===== src/hdl/tmrcc_pkg.sv =====
// register map, field layout and codes for the timer counter channel core
`default_nettype none
package tmrcc_pkg;
  // register byte addresses, one aligned word each
  localparam logic [7:0] TMRCC_SC_ADDR      = 8'h00;
  localparam logic [7:0] TMRCC_CNTH_ADDR    = 8'h04;
  localparam logic [7:0] TMRCC_CNTL_ADDR    = 8'h08;
  localparam logic [7:0] TMRCC_MODH_ADDR    = 8'h0c;
  localparam logic [7:0] TMRCC_MODL_ADDR    = 8'h10;
  localparam logic [7:0] TMRCC_CH_BASE      = 8'h20;
  localparam logic [7:0] TMRCC_CH_STRIDE    = 8'h10;
  localparam logic [7:0] TMRCC_CH_SC_OFS    = 8'h00;
  localparam logic [7:0] TMRCC_CH_VH_OFS    = 8'h04;
  localparam logic [7:0] TMRCC_CH_VL_OFS    = 8'h08;
  // timer status control fields
  localparam int         TMRCC_OVF_BIT      = 7;
  localparam int         TMRCC_OVIE_BIT     = 6;
  localparam int         TMRCC_CPWM_BIT     = 5;
  localparam int         TMRCC_CLKS_LSB     = 3;
  localparam int         TMRCC_PS_LSB       = 0;
  // channel status control fields
  localparam int         TMRCC_CHF_BIT      = 7;
  localparam int         TMRCC_CHIE_BIT     = 6;
  localparam int         TMRCC_MSB_BIT      = 5;
  localparam int         TMRCC_MSA_BIT      = 4;
  localparam int         TMRCC_ELS_LSB      = 2;
  // clock source codes
  localparam logic [1:0] TMRCC_CLK_OFF      = 2'h0;
  localparam logic [1:0] TMRCC_CLK_BUS      = 2'h1;
  localparam logic [1:0] TMRCC_CLK_FIXED    = 2'h2;
  localparam logic [1:0] TMRCC_CLK_EXT      = 2'h3;
  // edge level codes
  localparam logic [1:0] TMRCC_ELS_GPIO     = 2'h0;
  localparam logic [1:0] TMRCC_ELS_RISE     = 2'h1;
  localparam logic [1:0] TMRCC_ELS_FALL     = 2'h2;
  localparam logic [1:0] TMRCC_ELS_BOTH     = 2'h3;
  // reset values and counter limits
  localparam logic [7:0]  TMRCC_REG_RST     = 8'h00;
  localparam logic [15:0] TMRCC_CNT_RST     = 16'h0000;
  localparam logic [15:0] TMRCC_MOD_RST     = 16'h0000;
  localparam logic [15:0] TMRCC_CNT_FULL    = 16'hffff;
  localparam logic [6:0]  TMRCC_PRE_ONES    = 7'h7f;
  // counting direction
  typedef enum logic [1:0] {
    TMRCC_DIR_UP   = 2'b01,
    TMRCC_DIR_DOWN = 2'b10
  } tmrcc_dir_t;
endpackage : tmrcc_pkg
`default_nettype wire


===== src/hdl/tmrcc_core.sv =====
// timer counter core with prescaler, modulo counter and capture/compare/pwm channels
`default_nettype none

module tmrcc_core #(
  parameter int NUM_CH = 2
) (
  input  wire logic              pclk,
  input  wire logic              presetn,
  input  wire logic              psel,
  input  wire logic              penable,
  input  wire logic              pwrite,
  input  wire logic [7:0]        paddr,
  input  wire logic [31:0]       pwdata,
  output logic      [31:0]       prdata,
  output logic                   pready,
  output logic                   pslverr,
  input  wire logic              debug_mode,
  input  wire logic              fixed_system_clock,
  input  wire logic              external_timer_clock,
  input  wire logic [NUM_CH-1:0] ch_pin_in,
  output logic      [NUM_CH-1:0] ch_pin_out,
  output logic      [NUM_CH-1:0] ch_pin_oe_n,
  output logic                   overflow_irq,
  output logic      [NUM_CH-1:0] channel_irq
);
  import tmrcc_pkg::*;

  if (NUM_CH < 1 || NUM_CH > 8) begin : g_bad_num_ch
    $error("NUM_CH must be 1 to 8");
  end

  // bus handshake: one wait cycle, read data and read side effects taken in the wait cycle, writes taken in the ready cycle
  logic        pready_q;
  logic [31:0] prdata_q;
  logic        pslverr_q;
  logic        rd_take;
  logic        wr_take;
  logic [7:0]  rd_byte;
  logic        rd_hit;
  assign rd_take = psel && penable && !pready_q && !pwrite;
  assign wr_take = psel && penable && pready_q && pwrite;

  // timer status control
  logic       ovf_flag_q;
  logic       ovf_arm_q;
  logic       ovf_ie_q;
  logic       cpwm_q;
  logic [1:0] clks_q;
  logic [2:0] ps_q;
  logic [15:0] cnt_q;
  logic [15:0] mod_q;
  logic        mod_pend_hi_q;
  logic        mod_pend_lo_q;
  tmrcc_dir_t  dir_q;
  logic        latched_q;
  logic        latch_hi_q;
  logic [15:0] latch_val_q;

  logic sc_hit;
  logic cnth_hit;
  logic cntl_hit;
  logic modh_hit;
  logic modl_hit;
  assign sc_hit   = (paddr == TMRCC_SC_ADDR);
  assign cnth_hit = (paddr == TMRCC_CNTH_ADDR);
  assign cntl_hit = (paddr == TMRCC_CNTL_ADDR);
  assign modh_hit = (paddr == TMRCC_MODH_ADDR);
  assign modl_hit = (paddr == TMRCC_MODL_ADDR);

  // clock source selection and prescaler
  logic       fix_prev_q;
  logic       ext_prev_q;
  logic       src_tick;
  logic [6:0] pre_q;
  logic [6:0] pre_mask;
  logic       tick;
  logic       cnt_wr;

  always_ff @(posedge pclk or negedge presetn) begin
    if (!presetn) begin
      fix_prev_q <= 1'b0;
      ext_prev_q <= 1'b0;
    end else begin
      fix_prev_q <= fixed_system_clock;
      ext_prev_q <= external_timer_clock;
    end
  end

  always_comb begin
    case (clks_q)
      TMRCC_CLK_BUS:   src_tick = 1'b1;
      TMRCC_CLK_FIXED: src_tick = fixed_system_clock && !fix_prev_q;
      TMRCC_CLK_EXT:   src_tick = external_timer_clock && !ext_prev_q;
      default:         src_tick = 1'b0;
    endcase
  end

  assign pre_mask = ~(TMRCC_PRE_ONES << ps_q);
  assign tick     = src_tick && !debug_mode && ((pre_q & pre_mask) == pre_mask);
  assign cnt_wr   = wr_take && (cnth_hit || cntl_hit);

  always_ff @(posedge pclk or negedge presetn) begin
    if (!presetn) begin
      pre_q <= 7'h00;
    end else if (cnt_wr) begin
      pre_q <= 7'h00;
    end else if (src_tick && !debug_mode) begin
      pre_q <= pre_q + 7'h01;
    end
  end

  // counter next value and overflow event
  logic [15:0] term;
  logic [15:0] cnt_nxt;
  tmrcc_dir_t  dir_nxt;
  logic        wrap_evt;
  logic        ovf_evt;
  assign term = (mod_q == TMRCC_MOD_RST) ? TMRCC_CNT_FULL : mod_q;

  always_comb begin
    cnt_nxt  = cnt_q + 16'h0001;
    dir_nxt  = TMRCC_DIR_UP;
    wrap_evt = 1'b0;
    if (!cpwm_q) begin
      if (cnt_q == term) begin
        cnt_nxt  = TMRCC_CNT_RST;
        wrap_evt = 1'b1;
      end
    end else begin
      case (dir_q)
        TMRCC_DIR_UP: begin
          if (cnt_q >= term) begin
            cnt_nxt  = cnt_q - 16'h0001;
            dir_nxt  = TMRCC_DIR_DOWN;
            wrap_evt = 1'b1;
          end
        end
        TMRCC_DIR_DOWN: begin
          if (cnt_q == TMRCC_CNT_RST) begin
            dir_nxt = TMRCC_DIR_UP;
          end else begin
            cnt_nxt = cnt_q - 16'h0001;
            dir_nxt = TMRCC_DIR_DOWN;
          end
        end
        default: begin
          cnt_nxt = TMRCC_CNT_RST;
        end
      endcase
    end
  end

  assign ovf_evt = tick && wrap_evt && !mod_pend_hi_q && !mod_pend_lo_q;

  always_ff @(posedge pclk or negedge presetn) begin
    if (!presetn) begin
      cnt_q <= TMRCC_CNT_RST;
      dir_q <= TMRCC_DIR_UP;
    end else if (cnt_wr) begin
      cnt_q <= TMRCC_CNT_RST;
      dir_q <= TMRCC_DIR_UP;
    end else if (tick) begin
      cnt_q <= cnt_nxt;
      dir_q <= dir_nxt;
    end
  end

  // modulo bytes and pending pair tracking
  always_ff @(posedge pclk or negedge presetn) begin
    if (!presetn) begin
      mod_q         <= TMRCC_MOD_RST;
      mod_pend_hi_q <= 1'b0;
      mod_pend_lo_q <= 1'b0;
    end else if (wr_take && modh_hit) begin
      mod_q[15:8]   <= pwdata[7:0];
      mod_pend_hi_q <= !mod_pend_lo_q;
      mod_pend_lo_q <= 1'b0;
    end else if (wr_take && modl_hit) begin
      mod_q[7:0]    <= pwdata[7:0];
      mod_pend_lo_q <= !mod_pend_hi_q;
      mod_pend_hi_q <= 1'b0;
    end
  end

  // coherent counter read latch
  always_ff @(posedge pclk or negedge presetn) begin
    if (!presetn) begin
      latched_q   <= 1'b0;
      latch_hi_q  <= 1'b0;
      latch_val_q <= TMRCC_CNT_RST;
    end else if (wr_take && (cnth_hit || cntl_hit || sc_hit)) begin
      latched_q <= 1'b0;
    end else if (rd_take && (cnth_hit || cntl_hit) && !debug_mode) begin
      if (!latched_q) begin
        latched_q   <= 1'b1;
        latch_hi_q  <= cnth_hit;
        latch_val_q <= cnt_q;
      end else if (cnth_hit != latch_hi_q) begin
        latched_q <= 1'b0;
      end
    end
  end

  // timer status control register and overflow flag
  always_ff @(posedge pclk or negedge presetn) begin
    if (!presetn) begin
      ovf_ie_q <= 1'b0;
      cpwm_q   <= 1'b0;
      clks_q   <= TMRCC_CLK_OFF;
      ps_q     <= 3'h0;
    end else if (wr_take && sc_hit) begin
      ovf_ie_q <= pwdata[TMRCC_OVIE_BIT];
      cpwm_q   <= pwdata[TMRCC_CPWM_BIT];
      clks_q   <= pwdata[TMRCC_CLKS_LSB +: 2];
      ps_q     <= pwdata[TMRCC_PS_LSB +: 3];
    end
  end

  always_ff @(posedge pclk or negedge presetn) begin
    if (!presetn) begin
      ovf_flag_q <= 1'b0;
      ovf_arm_q  <= 1'b0;
    end else if (ovf_evt) begin
      ovf_flag_q <= 1'b1;
      ovf_arm_q  <= 1'b0;
    end else if (wr_take && sc_hit) begin
      if (ovf_arm_q && !pwdata[TMRCC_OVF_BIT]) begin
        ovf_flag_q <= 1'b0;
      end
      ovf_arm_q <= 1'b0;
    end else if (rd_take && sc_hit && ovf_flag_q) begin
      ovf_arm_q <= 1'b1;
    end
  end

  // channels
  logic [7:0]        ch_rd [NUM_CH];
  logic [NUM_CH-1:0] ch_hit;

  for (genvar n = 0; n < NUM_CH; n++) begin : g_ch
    localparam logic [7:0] BASE = 8'(TMRCC_CH_BASE + n * TMRCC_CH_STRIDE);
    logic        flag_q;
    logic        arm_q;
    logic        ie_q;
    logic        msb_q;
    logic        msa_q;
    logic [1:0]  els_q;
    logic [15:0] val_q;
    logic        pin_prev_q;
    logic        pin_q;
    logic        oe_n_q;
    logic        irq_q;
    logic        sc_w;
    logic        ic;
    logic        oc;
    logic        epwm;
    logic        match;
    logic        edge_evt;
    logic        evt;
    assign sc_w     = (paddr == BASE + TMRCC_CH_SC_OFS);
    assign ch_hit[n] = sc_w || (paddr == BASE + TMRCC_CH_VH_OFS) || (paddr == BASE + TMRCC_CH_VL_OFS);
    assign ic       = !cpwm_q && !msb_q && !msa_q;
    assign oc       = !cpwm_q && !msb_q && msa_q;
    assign epwm     = !cpwm_q && msb_q;
    assign match    = tick && (cnt_nxt == val_q);
    assign edge_evt = ((els_q[0] && ch_pin_in[n] && !pin_prev_q) ||
                       (els_q[1] && !ch_pin_in[n] && pin_prev_q));
    assign evt      = ic ? edge_evt : match;

    always_comb begin
      if (sc_w) begin
        ch_rd[n] = {flag_q, ie_q, msb_q, msa_q, els_q, 2'h0};
      end else if (paddr == BASE + TMRCC_CH_VH_OFS) begin
        ch_rd[n] = val_q[15:8];
      end else if (paddr == BASE + TMRCC_CH_VL_OFS) begin
        ch_rd[n] = val_q[7:0];
      end else begin
        ch_rd[n] = TMRCC_REG_RST;
      end
    end

    always_ff @(posedge pclk or negedge presetn) begin
      if (!presetn) begin
        ie_q  <= 1'b0;
        msb_q <= 1'b0;
        msa_q <= 1'b0;
        els_q <= TMRCC_ELS_GPIO;
      end else if (wr_take && sc_w) begin
        ie_q  <= pwdata[TMRCC_CHIE_BIT];
        msb_q <= pwdata[TMRCC_MSB_BIT];
        msa_q <= pwdata[TMRCC_MSA_BIT];
        els_q <= pwdata[TMRCC_ELS_LSB +: 2];
      end
    end

    always_ff @(posedge pclk or negedge presetn) begin
      if (!presetn) begin
        flag_q <= 1'b0;
        arm_q  <= 1'b0;
      end else if (evt) begin
        flag_q <= 1'b1;
        arm_q  <= 1'b0;
      end else if (wr_take && sc_w) begin
        if (arm_q && !pwdata[TMRCC_CHF_BIT]) begin
          flag_q <= 1'b0;
        end
        arm_q <= 1'b0;
      end else if (rd_take && sc_w && flag_q) begin
        arm_q <= 1'b1;
      end
    end

    always_ff @(posedge pclk or negedge presetn) begin
      if (!presetn) begin
        val_q <= TMRCC_CNT_RST;
      end else if (ic && edge_evt && els_q != TMRCC_ELS_GPIO) begin
        val_q <= cnt_q;
      end else if (wr_take && paddr == BASE + TMRCC_CH_VH_OFS) begin
        val_q[15:8] <= pwdata[7:0];
      end else if (wr_take && paddr == BASE + TMRCC_CH_VL_OFS) begin
        val_q[7:0] <= pwdata[7:0];
      end
    end

    always_ff @(posedge pclk or negedge presetn) begin
      if (!presetn) begin
        pin_prev_q <= 1'b0;
        pin_q      <= 1'b0;
        oe_n_q     <= 1'b1;
        irq_q      <= 1'b0;
      end else begin
        pin_prev_q <= ch_pin_in[n];
        irq_q      <= flag_q && ie_q;
        oe_n_q     <= (els_q == TMRCC_ELS_GPIO) || ic;
        if (cpwm_q && match) begin
          pin_q <= (dir_nxt == TMRCC_DIR_UP) ? els_q[0] : !els_q[0];
        end else if (epwm && match) begin
          pin_q <= els_q[0];
        end else if (epwm && tick && wrap_evt) begin
          pin_q <= !els_q[0];
        end else if (oc && match) begin
          case (els_q)
            TMRCC_ELS_RISE: pin_q <= !pin_q;
            TMRCC_ELS_FALL: pin_q <= 1'b0;
            TMRCC_ELS_BOTH: pin_q <= 1'b1;
            default:        pin_q <= pin_q;
          endcase
        end
      end
    end

    assign ch_pin_out[n]  = pin_q;
    assign ch_pin_oe_n[n] = oe_n_q;
    assign channel_irq[n] = irq_q;
  end

  // read data mux
  always_comb begin
    rd_hit  = 1'b1;
    rd_byte = TMRCC_REG_RST;
    if (sc_hit) begin
      rd_byte = {ovf_flag_q, ovf_ie_q, cpwm_q, clks_q, ps_q};
    end else if (cnth_hit) begin
      rd_byte = latched_q ? latch_val_q[15:8] : cnt_q[15:8];
    end else if (cntl_hit) begin
      rd_byte = latched_q ? latch_val_q[7:0] : cnt_q[7:0];
    end else if (modh_hit) begin
      rd_byte = mod_q[15:8];
    end else if (modl_hit) begin
      rd_byte = mod_q[7:0];
    end else if (|ch_hit) begin
      for (int i = 0; i < NUM_CH; i++) begin
        rd_byte = rd_byte | ch_rd[i];
      end
    end else begin
      rd_hit = 1'b0;
    end
  end

  // apb response
  logic ovf_irq_q;
  always_ff @(posedge pclk or negedge presetn) begin
    if (!presetn) begin
      pready_q  <= 1'b0;
      prdata_q  <= 32'h0000_0000;
      pslverr_q <= 1'b0;
      ovf_irq_q <= 1'b0;
    end else begin
      pready_q  <= psel && penable && !pready_q;
      ovf_irq_q <= ovf_flag_q && ovf_ie_q;
      if (psel && penable && !pready_q) begin
        prdata_q  <= pwrite ? 32'h0000_0000 : {24'h00_0000, rd_byte};
        pslverr_q <= !rd_hit;
      end else begin
        pslverr_q <= 1'b0;
      end
    end
  end

  assign pready       = pready_q;
  assign prdata       = prdata_q;
  assign pslverr      = pslverr_q;
  assign overflow_irq = ovf_irq_q;
endmodule : tmrcc_core
`default_nettype wire


===== config.mk =====
export PLATFORM = sky130hd
export DESIGN_NAME = tmrcc_core
export DESIGN_NICKNAME = d
export VERILOG_FILES = /design/src/hdl/tmrcc_pkg.sv /design/src/hdl/tmrcc_core.sv
export SDC_FILE = /design/constraint.sdc
export NUM_CORES = 1
export LEC_CHECK = 0
export ABC_CLOCK_PERIOD_IN_PS = 5000
export BUFFER_PORTS_ARGS = -buffer_cell sky130_fd_sc_hd__buf_2
export CAP_MARGIN = 25
export CORE_UTILIZATION = 30
export CTS_CLUSTER_SIZE = 20
export DETAILED_ROUTE_END_ITERATION = 8
export REMOVE_ABC_BUFFERS = 1
export SYNTH_ARGS = -nofsm -noshare
export SYNTH_HDL_FRONTEND = slang
export SYNTH_SLANG_ARGS = --single-unit

===== constraint.sdc =====
create_clock -name pclk -period 5 [get_ports pclk]
set_input_delay 0.25 -clock pclk [delete_from_list [all_inputs] [get_ports pclk]]
set_output_delay 0.25 -clock pclk [all_outputs]
set_load 0.03 [all_outputs]

==> results.md <==
* Leading area contributor after synthesis: dfrtp_1
* Clock skew at 0.0132 ns
* Post-Synth XOR/XNOR Area at 3.22%
* Maximum clock rate at 0.210 GHz
* CP cell instances: nor4_2 -> and4_1 -> buf_6 -> buf_4 -> nor2_1 -> ha_1 -> nand4_1 -> buf_4 -> buf_4 -> o41ai_4 -> buf_4 -> buf_4 -> o21ai_0 -> a41oi_1 -> a21oi_1 -> nand4_1 -> a2111oi_4 -> a41oi_1 -> o21bai_1 -> mux2_4
* Worst-path clk slew at 0.07 ns
* Starting Density at 30.8%
* Slew HR at 39.4%
* Layout Nets at 1293
* Unrepaired setup endpoints after global routing: false
* DRC at 0
* Antenna Diode Count at 0
* YS warnings at 0
* Initial antenna violation count at 0
* Routed vias at 9841
* Fin worst setup slack at 0.237 ns
* Core area at 31800 µm²
* Input/output buffers at 42
* Buf+Inv Stages, Crit Path at 6
* Max-cap check violation count at 0
* CTS H-Tree Depth at 4
* RD Place Congestion at 0.974
* Worst Setup Path Type: register to register
* Largest cells by area after synthesis: dfrtp_1, mux2_2, mux2i_1
* GRT Util Overall at 23.6%
* Combinational share of power at 49.8%
* Number of CTS-inserted buffers at 17
* Synth Area in Compound Gates at 21.1%
* Max-slew violations at 0
* Power after layout at 5.35 mW
* Most common cell after layout, fill and taps aside: dfrtp_1
* Initial DRC count at 1069
* Drt total wl at 38800 µm
* Worst-Margin Slew at 0.905 ns
* Final worst path period share at 95.3%
* Synth Area in Simple Gates at 19.4%
* Sequential share of power at 25.9%
* # IOs at 91
* CP endpoint kind: register
* Area share of the largest cell type after synthesis at 34.3%
* First-pass GRT wire length at 59200 µm
* CP arrival at 5.07 ns
* Final ANT Viol Nets at 0
* Pre-antenna DRT Iters at 5
* Maximum VDD drop at 0.237 mV
* Most used cell, CP: buf_4
* Multi-input gate area in the final layout at 6000 µm²
* HPWL after DPL at 28500 µm
* Proportion of synthesized chip area in sequential cells at 35.1%
* Final setup fails at 0
* Critical Path Start Type: register
* Filler instances at 3192
* DP Worst Slack at 0.0131 ns
* Post-layout util at 37.6%
* Top FF cell, synth: dfrtp_1
* Setup_tns at 0 ns
* Max clock buf depth at 2
* Crit-path slowest cell: a2111oi_4
* Cell variety after synth at 85
* Fin. Hold Viols at 0
* Avg Cell Area, Syn at 8.91 µm²
* Die W at 183 µm
* Clk_lat worst skew at 0.43 ns
* Chip Height at 183 µm
* Pwr dens at 447 nW/µm²
* FP Rows at 65
* Largest net degree at the start of global routing at 48
* CP peak stage delay at 0.47 ns
* Area Growth Syn to Fin at 22.2%
* Status: complete, no violations
* Leakage at 5.35 nW
* Clock network power share at 24.3%
* FF+latch count, synth at 137
* Die ar. at 33400 µm²
* Via density at 5.90
* CTS tree: built
* Layout cells sized above 1 at 25.2%
* Cell-internal power at 3.00 mW
* CP max FO at 11
* Ys async rst share at 100%
* Net Switching at 2.35 mW
* Worst hold path type: input port to register
* Mapped Cells at 1099
* Post-Synth Adder-Cell Area at 2.81%
* Main combinational cell family by area after synthesis: compound AO/OA/AOI/OAI gates
* CP top delay family: compound AO/OA/AOI/OAI gates
* Min cycle time layout at 4.76 ns
* Sw frac at 43.9%
* Post-synth EDFFs at 0
* Avg WL per Cell at 23.2 µm
* Root Buffer: clkbuf_16
* FF+latch area at 3430 µm²
* Post-synthesis mux area share at 12.1%
* Most frequent cells in the layout: dfrtp_1, buf_4, nand2_1
* Netlist Area Pre-Place at 9790 µm²
* Vias in the first global route at 9543
* Clock sinks at 137
* Overflow after GRT at 0
* Worst path required time at 5.31 ns
## state kept, by name, summed over array words and instances, names as in the netlist, 2 cells and up
register / flops
g_ch.val_q: 32
cnt_q: 16
latch_val_q: 16
mod_q: 16
prdata: 8
pre_q: 7
g_ch.els_q: 4
ps_q: 3
clks_q: 2
dir_q: 2
g_ch.arm_q: 2
g_ch.flag_q: 2
g_ch.ie_q: 2
g_ch.irq_q: 2
g_ch.msa_q: 2
g_ch.msb_q: 2
g_ch.oe_n_q: 2
g_ch.pin_prev_q: 2
g_ch.pin_q: 2
## tightest hold or removal path: stages
cell and delay, ns:
buf_2 0.10, nor2_1 0.06, a22o_1 0.18
## routing by layer
layer | track usage (%) | vias to the layer above | share of wire (%)
li1 | - | 4325 | -
met1 | 31.8 | 4821 | 44
met2 | 34.9 | 548 | 43
met3 | 4.79 | 147 | 7.8
met4 | 13.2 | 0 | 5.4
met5 | 0 | - | 0
## stage by stage
step / hold slack [ns] / instances / area [µm²]
after floorplan: -0.0456 / 1020 / 9360
after global placement: 0.221 / 1626 / 11100
after detailed placement: 0.233 / 1628 / 11100
after CTS: 0.183 / 1665 / 11800
after global routing: 0.201 / 1669 / 12000
final: 0.193 / 1669 / 12000
## Yosys cell counts, types with 6 or more instances
cell type  count
nand4_1       23
nor2_1        97
a221oi_1      12
clkbuf_1      58
xor2_1        15
nor4_1        25
inv_1         24
nor3_1        13
mux2i_1       52
or3_1          9
o22ai_1        7
o31ai_1       10
nand3_1       22
mux2_2        57
nand3b_1       9
xnor2_1       21
dfrtp_1      134
a21oi_1       38
a211oi_1      12
a41oi_1       12
o21ai_0       84
o2111ai_1      8
buf_1          6
buf_4         32
a22oi_1       26
nand2b_1      10
and4_1         6
a21o_1         9
and2_1         8
a31oi_1       10
and3_1         7
nand2_1      104
ha_1          22
nor2b_1        7
## cell families after synthesis
kind of cell / count (synthesis)
AO/OA/AOI/OAI: 297
flip-flops: 137
buffers and inverters: 126
other: 1
adder cells (fa/ha/maj): 22
XOR/XNOR: 36
multiplexers: 111
AND/OR/NAND/NOR: 369
## repair_timing
item,CTS,global route
endpoints found under the setup margin,1,4
cloned,0,0
pin swaps,0,15
resized for setup,1,29
setup buffers,0,4
hold buffers,5,0
endpoints found under the hold margin,48,0
## power groups by stage
| stage | clock network [mW] | registers [mW] | logic [mW] |
|---|---|---|---|
| after CTS | 1.31 | 1.38 | 2.50 |
| after global routing | 1.35 | 1.40 | 2.80 |
| after global placement | 0 | 1.40 | 2.45 |
| final | 1.30 | 1.39 | 2.66 |
| after detailed placement | 0 | 1.39 | 2.46 |
| after floorplan | 0 | 1.43 | 1.29 |
## area by class of cell
cell class | count | share of cell area (%)
Clock buffer | 21 | 3.85
Timing Repair Buffer | 182 | 10.9
Clock inverter | 11 | 1.12
Tap cell | 435 | 4.55
Inverter | 24 | 0.753
Sequential cell | 137 | 28.7
Multi-Input combinational cell | 859 | 50.2
## final timing paths
path	slack, ns	depth (start not counted)	endpoint	from
max in group asynchronous	3.59	3	g_ch[0].val_q[6]$_DFFE_PN0P_	presetn
setup reg to reg	0.24	20	g_ch[1].pin_q$_DFFE_PN0P_	mod_q[7]$_DFFE_PN0P_
min in group asynchronous	0.34	2	pre_q[1]$_DFFE_PN0P_	presetn
hold / removal	0.19	3	prdata[7]$_DFFE_PN0P_	pwrite
setup / recovery	0.24	20	g_ch[1].pin_q$_DFFE_PN0P_	mod_q[7]$_DFFE_PN0P_
hold reg to reg	0.48	2	prdata[1]$_DFFE_PN0P_	prdata[1]$_DFFE_PN0P_
(Power assumes the default switching activity.)
